==> config.mk <==
export PLATFORM = sky130hd
export DESIGN_NAME = disk_ctrl_host_io_port
export DESIGN_NICKNAME = d
export VERILOG_FILES = /design/src/design/disk_host_pkg.sv /design/src/design/cmd_decode.sv /design/src/design/disk_ctrl_host_io_port.sv
export SDC_FILE = /design/constraint.sdc
export NUM_CORES = 1
export LEC_CHECK = 0
export BUFFER_PORTS_ARGS = -buffer_cell sky130_fd_sc_hd__buf_2
export CORE_MARGIN = 3
export CORE_UTILIZATION = 50
export DETAILED_ROUTE_END_ITERATION = 16
export PLACE_DENSITY = 0.73
export SLEW_MARGIN = 20
export SYNTH_ARGS = -nofsm -noshare
export SYNTH_HDL_FRONTEND = slang
export SYNTH_HIERARCHICAL = 1
export SYNTH_SLANG_ARGS = --single-unit
==> constraint.sdc <==
create_clock -name mclk -period 1.9 [get_ports mclk]
set_clock_uncertainty 0.1 [all_clocks]
set_input_delay 0.38 -clock mclk [delete_from_list [all_inputs] [get_ports mclk]]
set_output_delay 0.38 -clock mclk [all_outputs]
set_load 0.1 [all_outputs]
==> src/design/disk_host_pkg.sv <==
/*
  Constants shared by the disk controller host port: device codes, bit
  positions of the accumulator fields, mask-out bit, reset values and command codes.
  Assumes bit 0 of every bus word is the most significant bit, as on the host bus.
*/
package disk_host_pkg;

  // device codes (octal 33 and 73) for the primary and the second controller
  localparam logic [5:0] DEV_CODE_PRIMARY   = 6'h1B;
  localparam logic [5:0] DEV_CODE_SECONDARY = 6'h3B;

  // command field of cylinder_and_command
  localparam logic [1:0] CMD_READ  = 2'h0;
  localparam logic [1:0] CMD_WRITE = 2'h1;
  localparam logic [1:0] CMD_SEEK  = 2'h2;
  localparam logic [1:0] CMD_RECALIBRATE_CMD = 2'h3;

  // data-out-a clear bits and cylinder/command field start (bus numbering, bit 0 most significant)
  localparam int CLR_ERR_DONE_BIT = 0;
  localparam int CLR_SEEK_LO_BIT  = 1;
  localparam int CYL_CMD_LO_BIT   = 6;

  // data-out-c field positions
  localparam int DOC_FORMAT_BIT = 0;
  localparam int DOC_UNIT_LO    = 1;
  localparam int DOC_HEAD_BIT   = 3;
  localparam int DOC_SECTOR_LO  = 4;
  localparam int DOC_COUNT_LO   = 8;

  // mask-out bit that disables the interrupt request (bus numbering)
  localparam int MASK_DISABLE_BIT = 7;

  // reset values
  localparam logic [9:0]  CYL_CMD_RESET = 10'h000;
  localparam logic [15:0] REG_RESET     = 16'h0000;

endpackage : disk_host_pkg

==> src/design/cmd_decode.sv <==
/*
  Command decoder: turns the two command bits into one active-low line.
  Assumes the caller registers the outputs; this module is purely combinational.
*/
`timescale 1ns/10ps
`default_nettype none
module cmd_decode (
  // command bits
  input  wire logic command_bit_high,
  input  wire logic command_bit_low,
  // one-cold decoded lines
  output logic      recalibrate_cmd_n,
  output logic      seek_cmd_n,
  output logic      read_cmd_n,
  output logic      write_cmd_n
);
  import disk_host_pkg::*;

  // exactly one line low for every code
  always_comb begin
    recalibrate_cmd_n = 1'b1;
    seek_cmd_n        = 1'b1;
    read_cmd_n        = 1'b1;
    write_cmd_n       = 1'b1;
    unique case ({command_bit_high, command_bit_low})
      CMD_READ:  read_cmd_n        = 1'b0;
      CMD_WRITE: write_cmd_n       = 1'b0;
      CMD_SEEK:  seek_cmd_n        = 1'b0;
      CMD_RECALIBRATE_CMD: recalibrate_cmd_n = 1'b0;
    endcase
  end

endmodule : cmd_decode
`default_nettype wire

==> src/design/disk_ctrl_host_io_port.sv <==
/*
  Host I/O port of a moving head disk controller: decodes bus instructions,
  holds unit/head/sector/count and cylinder/command registers, answers reads,
  raises interrupts and requests the disk adapter through a start line.
  Assumes every bus pin and adapter line is asynchronous to mclk and is held
  for several clocks per instruction; each is synchronised by two flip-flops.
*/
`timescale 1ns/10ps
`default_nettype none
// How it works
// - only instructions carrying our wired device code are obeyed, except mask-out and acknowledge
// - code match opens instruction gating and busy/done flag outputs
// - data-out-c loads count, sector, head, format and unit from the bus
// - data-in-a puts the 16-bit status word on the bus
// - data-in-c puts unit, head, sector and count on the bus
// - bus drivers off unless one of four read conditions is active
// - data-out-a loads 10 bits: command on top, cylinder below
// - command bits decode to one low line; 10 seek, 01 write
// - top five data-out-a bits clear error, done and seek-complete flags
// - selected pulse sets start flop driving the low start request
// - data-out-b loads core address; function 01 raises start
// - mask-out bit 7 set disables interrupt request, clear enables
// - seek done raises request; acknowledge with priority returns device code
// - grant fires start-adapter pulse and resets the start flop on the same edge
module disk_ctrl_host_io_port #(
  parameter logic [5:0] DEVICE_CODE = disk_host_pkg::DEV_CODE_PRIMARY,
  parameter int         UNITS       = 4
) (
  // clock and reset
  input  wire logic            mclk,
  input  wire logic            reset_n,
  // host instruction bus
  input  wire logic [5:0]      device_code_in,
  input  wire logic            data_out_a,
  input  wire logic            data_out_b,
  input  wire logic            data_out_c,
  input  wire logic            data_in_a,
  input  wire logic            data_in_b,
  input  wire logic            data_in_c,
  input  wire logic            pulse_function,
  input  wire logic            start_function,
  input  wire logic            mask_out,
  input  wire logic            interrupt_acknowledge,
  input  wire logic            priority_chain_in,
  // host data bus, bit 0 most significant
  input  wire logic [0:15]     data_bus_in,
  output logic      [0:15]     data_bus_out,
  output logic      [0:15]     data_bus_oe,
  // flags toward the host
  output logic                 busy_flag_out,
  output logic                 done_flag_out,
  output logic                 interrupt_request_line,
  output logic                 priority_chain_out,
  // adapter and drive side
  input  wire logic            adapter_selected,
  input  wire logic [UNITS-1:0] seek_done_in,
  input  wire logic            drive_ready,
  input  wire logic            error_event,
  input  wire logic            done_event,
  output logic                 start_request_n,
  output logic                 start_adapter_pulse,
  output logic                 recalibrate_cmd_n,
  output logic                 seek_cmd_n,
  output logic                 read_cmd_n,
  output logic                 write_cmd_n,
  output logic      [0:15]     core_address
);
  import disk_host_pkg::*;

  localparam int NSYNC = 6 + 16 + 12 + UNITS + 4;

  logic [NSYNC-1:0] sync1, sync2, next_sync1, next_sync2;
  logic [11:0]      strb_d, next_strb_d;
  logic [5:0]  s_code;
  logic [0:15] s_data;
  logic s_doa, s_dob, s_doc, s_dia, s_dib, s_dic, s_pls, s_start_function, s_msk, s_ack, s_pri, s_sel;
  logic [UNITS-1:0] s_seek;
  logic s_rdy, s_err, s_done;

  // pins pass two flops before use; stage 1 feeds stage 2 only
  always_comb begin
    next_sync1 = {device_code_in, data_bus_in, data_out_a, data_out_b, data_out_c,
                  data_in_a, data_in_b, data_in_c, pulse_function, start_function,
                  mask_out, interrupt_acknowledge, priority_chain_in, adapter_selected,
                  seek_done_in, drive_ready, error_event, done_event, 1'b0};
    next_sync2 = sync1;
  end
  assign {s_code, s_data, s_doa, s_dob, s_doc, s_dia, s_dib, s_dic, s_pls, s_start_function,
          s_msk, s_ack, s_pri, s_sel, s_seek, s_rdy, s_err, s_done} = sync2[NSYNC-1:1];

  always_ff @(posedge mclk) begin
    if (!reset_n) begin
      sync1 <= '0;
      sync2 <= '0;
    end else begin
      sync1 <= next_sync1;
      sync2 <= next_sync2;
    end
  end

  // instruction gating; data-out, pulse, start, mask and grant strobes act once, on their rising edge; reads follow the level
  logic        device_code_match;
  logic [11:0] strb_now, strb_rise;
  logic sel_doa, sel_dob, sel_doc, selected_pulse, sel_start_function, sel_msk, grant_rise;
  assign device_code_match = (s_code == DEVICE_CODE);
  assign strb_now  = {s_doa, s_dob, s_doc, s_dia, s_dib, s_dic, s_pls, s_start_function,
                      s_msk, s_ack, s_pri, s_sel};
  assign strb_rise = strb_now & ~strb_d;
  assign sel_doa        = device_code_match & strb_rise[11];
  assign sel_dob        = device_code_match & strb_rise[10];
  assign sel_doc        = device_code_match & strb_rise[9];
  assign selected_pulse = device_code_match & strb_rise[5];
  assign sel_start_function       = device_code_match & strb_rise[4];
  assign sel_msk        = strb_rise[3];     // mask-out is broadcast to all devices
  assign grant_rise     = strb_rise[0];
  always_comb next_strb_d = strb_now;

  // register, flag and pulse state
  logic [9:0]       cylinder_and_command, next_cyl;
  logic [15:0]      unit_sector_reg, next_usr;
  logic [0:15]      next_core;
  logic             start_ff, next_start, done_ff, next_done, err_ff, next_err;
  logic             int_disable, next_int_disable, next_pulse;
  logic [UNITS-1:0] seek_flag, next_seek, seek_d, next_seek_d;

  // seek-done edges set flags; a set in the clear cycle wins
  always_comb begin
    next_cyl         = cylinder_and_command;
    next_usr         = unit_sector_reg;
    next_core        = core_address;
    next_start       = start_ff;
    next_done        = done_ff;
    next_err         = err_ff;
    next_int_disable = int_disable;
    next_seek        = seek_flag;
    next_seek_d      = s_seek;
    next_pulse       = start_ff & grant_rise;
    if (sel_doc)
      next_usr = s_data;
    if (sel_doa) begin
      next_cyl = s_data[CYL_CMD_LO_BIT:15];
      if (s_data[CLR_ERR_DONE_BIT]) begin
        next_err  = 1'b0;
        next_done = 1'b0;
      end
      for (int u = 0; u < UNITS; u++)
        if (s_data[CLR_SEEK_LO_BIT + u])
          next_seek[u] = 1'b0;
    end
    if (sel_dob)
      next_core = s_data;
    if (sel_msk)
      next_int_disable = s_data[MASK_DISABLE_BIT];
    if (start_ff & grant_rise)
      next_start = 1'b0;
    if (selected_pulse | sel_start_function)
      next_start = 1'b1;
    next_seek = next_seek | (s_seek & ~seek_d);
    if (s_err)
      next_err = 1'b1;
    if (s_done)
      next_done = 1'b1;
  end

  always_ff @(posedge mclk) begin
    if (!reset_n) begin
      strb_d               <= '0;
      cylinder_and_command <= CYL_CMD_RESET;
      unit_sector_reg      <= REG_RESET;
      core_address         <= REG_RESET;
      start_ff             <= 1'b0;
      done_ff              <= 1'b0;
      err_ff               <= 1'b0;
      int_disable          <= 1'b0;
      seek_flag            <= '0;
      seek_d               <= '0;
      start_adapter_pulse  <= 1'b0;
    end else begin
      strb_d               <= next_strb_d;
      cylinder_and_command <= next_cyl;
      unit_sector_reg      <= next_usr;
      core_address         <= next_core;
      start_ff             <= next_start;
      done_ff              <= next_done;
      err_ff               <= next_err;
      int_disable          <= next_int_disable;
      seek_flag            <= next_seek;
      seek_d               <= next_seek_d;
      start_adapter_pulse  <= next_pulse;
    end
  end

  // command decode, registered so every output leaves a flop
  logic dec_recalibrate_cmd_n, dec_seek_n, dec_read_n, dec_write_n;
  cmd_decode u_cmd_decode (
    .command_bit_high  (cylinder_and_command[9]),
    .command_bit_low   (cylinder_and_command[8]),
    .recalibrate_cmd_n (dec_recalibrate_cmd_n),
    .seek_cmd_n        (dec_seek_n),
    .read_cmd_n        (dec_read_n),
    .write_cmd_n       (dec_write_n)
  );

  // output image: bus read mux, flags, request and interrupt
  logic        pending_request_flag, ack_hit, rd_any;
  logic [0:15] status_word, next_bus;
  logic        next_busy, next_doneo, next_interrupt_request_line, next_prio;
  assign pending_request_flag = ~int_disable & (done_ff | (|seek_flag));
  assign ack_hit = s_ack & s_pri & pending_request_flag;
  assign rd_any  = (device_code_match & (s_dia | s_dib | s_dic)) | ack_hit;
  // status: busy, done, error, ready, then seek-complete flags per unit
  always_comb begin
    status_word = '0;
    status_word[0] = start_ff;
    status_word[1] = done_ff;
    status_word[2] = err_ff;
    status_word[3] = s_rdy;
    for (int u = 0; u < UNITS; u++)
      status_word[4 + u] = seek_flag[u];
  end

  always_comb begin
    next_bus = '0;
    if (ack_hit)
      next_bus[10:15] = DEVICE_CODE;
    else if (device_code_match & s_dic)
      next_bus = unit_sector_reg;
    else if (device_code_match & s_dib)
      next_bus = core_address;
    else if (device_code_match & s_dia)
      next_bus = status_word;
    next_busy  = device_code_match & start_ff;
    next_doneo = device_code_match & done_ff;
    next_interrupt_request_line  = pending_request_flag;
    next_prio  = s_pri & ~pending_request_flag;
  end

  always_ff @(posedge mclk) begin
    if (!reset_n) begin
      data_bus_out           <= '0;
      data_bus_oe            <= '0;
      busy_flag_out          <= 1'b0;
      done_flag_out          <= 1'b0;
      interrupt_request_line <= 1'b0;
      priority_chain_out     <= 1'b0;
      start_request_n        <= 1'b1;
      recalibrate_cmd_n      <= 1'b1;
      seek_cmd_n             <= 1'b1;
      read_cmd_n             <= 1'b0;  // cleared command register decodes as read
      write_cmd_n            <= 1'b1;
    end else begin
      data_bus_out           <= next_bus;
      data_bus_oe            <= {16{rd_any}};
      busy_flag_out          <= next_busy;
      done_flag_out          <= next_doneo;
      interrupt_request_line <= next_interrupt_request_line;
      priority_chain_out     <= next_prio;
      start_request_n        <= ~next_start;
      recalibrate_cmd_n      <= dec_recalibrate_cmd_n;
      seek_cmd_n             <= dec_seek_n;
      read_cmd_n             <= dec_read_n;
      write_cmd_n            <= dec_write_n;
    end
  end

endmodule : disk_ctrl_host_io_port
`default_nettype wire

==> impl_metrics.json, run 1 <==
{
  "outcome": "finished clean",
  "slew_viol_final": 0,
  "syn_nets": 551,
  "synth_flop_cell": "dfxtp_1",
  "port_buffers": 100,
  "drive_gt1_share_pct": 23.8,
  "drc": 0,
  "nets": 680,
  "ios": 101,
  "route.vias.total": 3777,
  "critical-path-max-stage-delay_ps": 470,
  "avgSynthCellArea_um2": 10.7,
  "rsz0062_at_grt": "true",
  "gp_congestion": 0.800,
  "antenna_found_initial": 0,
  "fin_tns_setup_ps": 0,
  "dp_slack_ps": 63.7,
  "cp_max_fo": 16,
  "grt_max_degree": 138,
  "cts_tree": "built",
  "setup_ws_ps": 40.6,
  "cts_buffer_depth": 2,
  "hp-class": "primary input to flip-flop",
  "netlist_instances": 508,
  "overflow": 0,
  "synth_top_family_by_area": "simple AND/OR/NAND/NOR gates",
  "root_buffer": "clkbuf_8",
  "irDropWorstVdd_v": 0.000487,
  "path_clk_slew_ps": 60,
  "viasPerCell": 4.81,
  "min_period_ps": 1860,
  "ys_warn_count": 6,
  "crit_path_start_kind": "flip-flop",
  "fillers": 789,
  "final_antenna_net_count": 0,
  "clk_latency_ps": 520,
  "cp-end-kind": "output pin",
  "initial_core_util_pct": 52.0,
  "crit_type": "flip-flop to output pin",
  "cts.sinks": 162,
  "pwr_density_cell_mw_per_mm2": 1020,
  "dr.pass1.iters": 4,
  "grt_pass1_vias": 3571,
  "reg2reg_slack_ps": 210,
  "worstPathRequired_ps": 1420,
  "ys_seq_area_share_pct": 59.8,
  "worstPathArrival_ps": 1380,
  "track_usage_pct": 18.9,
  "crit_family": "flip-flops",
  "die_area_mm2": 0.0121,
  "drt-total-wl_mm": 11.0,
  "grt_pass1_wl_mm": 17.3,
  "cp_slowest_cell": "dfxtp_2",
  "n_antenna_cell": 0,
  "post-cts-setup-buffers": 0,
  "setup_violations": 0,
  "synth_mux_area_share_pct": 6.47,
  "path_buf_inv": 1,
  "max_clock_freq_ghz": 0.538,
  "wire_per_inst_um": 13.9,
  "synthAdderAreaFrac_pct": 0,
  "synthDistinctLibCells": 35,
  "final_cell_mix": "161 x dfxtp_1, 90 x and2_1, 83 x buf_2",
  "synth_edf_count": 0,
  "syn_to_final_growth_pct": 29.2,
  "cts_inserted_buffers": 17,
  "ys_seq_elements": 162,
  "hpwlAfterDp_mm": 6.92,
  "synth-compound-area-share_pct": 5.10,
  "final_area_mm2": 0.00700,
  "synth-simple-area-share_pct": 23.2,
  "first_iter_violations": 131,
  "path_cells": "clkbuf_4",
  "worst-slew-pin-transition_ps": 721,
  "die_x_um": 110,
  "cts_htree_levels": 4,
  "period_share_pct": 97.9,
  "fp.coreArea_mm2": 0.0104,
  "synth_xor_xnor_area_share_pct": 0,
  "async_reset_ff_share_pct": 0,
  "final_common_cell": "dfxtp_1",
  "die_h_um": 110,
  "hold_violations": 0,
  "post_dp_cell_area_mm2": 0.00596,
  "hold_slack_ps": 185,
  "syn-cell-area_mm2": 0.00542,
  "num_rows": 37,
  "maxCapViolCount": 0,
  "leakagePower_nw": 2.92,
  "relSlewSlack_pct": 51.8
}
-- Yosys cell counts (5+ instances only) --
library cell	n	area share (%)
dfxtp_1	162	60
and2_1	90	10
nand2_1	59	4.1
mux2i_1	35	6.5
clkbuf_1	21	1.5
buf_4	16	2.2
nor2b_1	15	1.7
nor3_1	15	1.4
inv_1	10	0.69
a21oi_1	8	0.74
a221oi_1	8	1.3
nand2b_1	8	0.92
nor4_1	7	0.81
nor2_1	6	0.42
o21ai_0	6	0.55
nand3b_1	5	0.69
o21a_1	5	0.69
-- metrics by stage --
step / cells / total power, W / util, %
3_3_place_gp: 713 / 0.00385 / 57.2
6_report: 786 / 0.00715 / 67.2
4_1_cts: 786 / 0.00719 / 66.7
3_5_place_dp: 713 / 0.00386 / 57.2
2_1_floorplan: 508 / 0.00377 / -
5_1_grt: 786 / 0.00740 / 67.2
-- worst register-to-register path, cell delays in order, from the launching register on --
cell       delay (ps)
dfxtp_1           360
nand4b_4          230
or3_4             530
a2111oi_0         340
-- cell families after synthesis --
family,count (synthesis)
AO/OA/AOI/OAI,39
multiplexers,35
AND/OR/NAND/NOR,217
buffers and inverters,55
flip-flops,162
-- path summary, 6_finish.rpt --
check	from	end	depth (start not counted)
max	data_bus_oe[15]	data_bus_oe[1]	1
min	reset_n	strb_d[11]	4
max reg2reg	sync2[36]	data_bus_out[1]	3
min reg2reg	next_sync2[8]	sync2[8]	1
-- routing by layer --
layer	wire length, µm	GRT usage (%)	share of wire, %
met2	5090	29.5	46
met3	761	5.88	6.9
met1	4900	24.2	45
met5	0	0	0
met4	210	8.00	1.9
-- power breakdown --
| part | switching, W | total, W | internal (W) |
|---|---|---|---|
| combinational | 0.000159 | 0.000327 | 0.000167 |
| clock | 0.00137 | 0.00329 | 0.00192 |
| sequential | 0.0000376 | 0.00353 | 0.00349 |
-- repair_timing --
action	CTS	global route
hold endpoints to repair	41	0
setup endpoints to repair	16	17
pin swaps	0	0
gates resized for setup	0	17
hold buffers	41	0
-- layout make-up --
cell class	instances	area, µm²	area share [%]
clock inverter	14	153	2.18
inverter	10	37.5	0.536
clock buffer	18	428	6.11
sequential	162	3240	46.3
multi-input combinational	291	1900	27.1
timing repair buffer	155	1070	15.3
tap	136	170	2.43
(Power assumes the default switching activity.)
==> run 2: changes to the inputs <==
--- a/config.mk
+++ b/config.mk
@@ -6,10 +6,12 @@
 export NUM_CORES = 1
 export LEC_CHECK = 0
 export BUFFER_PORTS_ARGS = -buffer_cell sky130_fd_sc_hd__buf_2
+export CELL_PAD_IN_SITES_DETAIL_PLACEMENT = 1
+export CELL_PAD_IN_SITES_GLOBAL_PLACEMENT = 1
 export CORE_MARGIN = 3
-export CORE_UTILIZATION = 50
+export CORE_UTILIZATION = 40
 export DETAILED_ROUTE_END_ITERATION = 16
-export PLACE_DENSITY = 0.73
+export PLACE_DENSITY_LB_ADDON = 0.1
 export SLEW_MARGIN = 20
 export SYNTH_ARGS = -nofsm -noshare
 export SYNTH_HDL_FRONTEND = slang
==> impl_metrics.json, run 2 (synthesized netlist as in run 1, its figures left out) <==
{
  "outcome": "finished clean",
  "cts_tree": "built",
  "die_h_um": 122,
  "grt_pass1_wl_mm": 18.4,
  "hold_violations": 0,
  "initial_core_util_pct": 41.9,
  "rsz0062_at_grt": "false",
  "cp-end-kind": "output pin",
  "hold_slack_ps": 67.9,
  "nets": 638,
  "grt_pass1_vias": 3622,
  "maxCapViolCount": 0,
  "cp_max_fo": 16,
  "num_rows": 41,
  "fp.coreArea_mm2": 0.0129,
  "port_buffers": 100,
  "drive_gt1_share_pct": 24.8,
  "ctsResizeCount": 0,
  "wire_per_inst_um": 15.0,
  "path_cells": "buf_2",
  "relSlewSlack_pct": 44.5,
  "path_clk_slew_ps": 60,
  "min_period_ps": 1810,
  "drc": 0,
  "setup_violations": 0,
  "pwr_density_cell_mw_per_mm2": 1090,
  "ios": 101,
  "period_share_pct": 95.4,
  "crit_type": "flip-flop to output pin",
  "die_area_mm2": 0.0150,
  "track_usage_pct": 16.0,
  "dr.pass1.iters": 4,
  "cts_inserted_buffers": 17,
  "final_common_cell": "dfxtp_1",
  "first_iter_violations": 215,
  "cts_htree_levels": 4,
  "worst-slew-pin-transition_ps": 830,
  "irDropWorstVdd_v": 0.000573,
  "cp_slowest_cell": "buf_2",
  "max_clock_freq_ghz": 0.551,
  "final_cell_mix": "161 x dfxtp_1, 99 x buf_2, 90 x and2_1",
  "crit_path_start_kind": "flip-flop",
  "gp_congestion": 0.750,
  "slew_viol_final": 0,
  "die_x_um": 122,
  "grt_max_degree": 122,
  "fillers": 1470,
  "viasPerCell": 4.63,
  "clk_latency_ps": 420,
  "critical-path-max-stage-delay_ps": 470,
  "fin_tns_setup_ps": 0,
  "drt-total-wl_mm": 11.6,
  "n_antenna_cell": 0,
  "worstPathRequired_ps": 1420,
  "worstPathArrival_ps": 1330,
  "overflow": 0,
  "path_buf_inv": 1,
  "cts_buffer_depth": 2,
  "root_buffer": "clkbuf_16",
  "route.vias.total": 3605,
  "final_antenna_net_count": 0,
  "leakagePower_nw": 2.76,
  "hold_buffers": 0,
  "crit_family": "buffers and inverters",
  "hp-class": "primary input to flip-flop",
  "hpwlAfterDp_mm": 8.07,
  "antenna_found_initial": 0,
  "syn_to_final_growth_pct": 21.6,
  "post-cts-setup-buffers": 0,
  "cts.sinks": 162
}
[run 2: where the power goes]
part	total (W)	internal [W]	leakage, nW	switching (W)
registers	0.00354	0.00350	1.33	0.0000399
clock network	0.00336	0.00208	0.282	0.00128
logic	0.000268	0.000113	1.15	0.000156
total	0.00716	0.00569	2.76	0.00148
[run 2: path summary, 6_finish.rpt]
kind	start	to	slack [ps]	cells past startpoint
hold reg to reg	next_sync2[41]	sync2[41]	330	1
setup / recovery	data_bus_oe[15]	data_bus_oe[2]	90	1
hold / removal	data_bus_in[13]	next_sync2[22]	70	2
setup reg to reg	sync2[36]	data_bus_out[0]	110	3
[run 2: layout make-up]
class	count	area, µm²	share of cell area [%]
clock inverter	10	134	2.03
tap	172	215	3.27
inverter	10	37.5	0.570
sequential	162	3240	49.2
timing repair buffer	113	613	9.30
multi-input combinational	291	1900	28.8
clock buffer	20	447	6.78
[run 2: stage by stage]
| stage | setup slack (ps) | total power (W) | cell area, µm² | utilization (%) | instances |
|---|---|---|---|---|---|
| 3_5_place_dp | 42.6 | 0.00388 | 6000 | 46.4 | 748 |
| 3_3_place_gp | 30.8 | 0.00387 | 5990 | 46.4 | 748 |
| 4_1_cts | 31.4 | 0.00725 | 6580 | 50.9 | 778 |
| 6_report | 86.5 | 0.00716 | 6590 | 51.0 | 778 |
| 5_1_grt | 16.2 | 0.00743 | 6590 | 51.0 | 778 |
| 2_1_floorplan | 220 | 0.00377 | 5420 | - | 508 |
[run 2: routing by layer]
metal | part of all wire, % | vias to the layer above | track usage [%]
li1 | - | 1821 | -
met1 | 50 | 1682 | 22.4
met2 | 44 | 86 | 23.4
met3 | 5.1 | 16 | 4.52
met4 | 1.2 | 0 | 5.88
met5 | 0 | - | 0
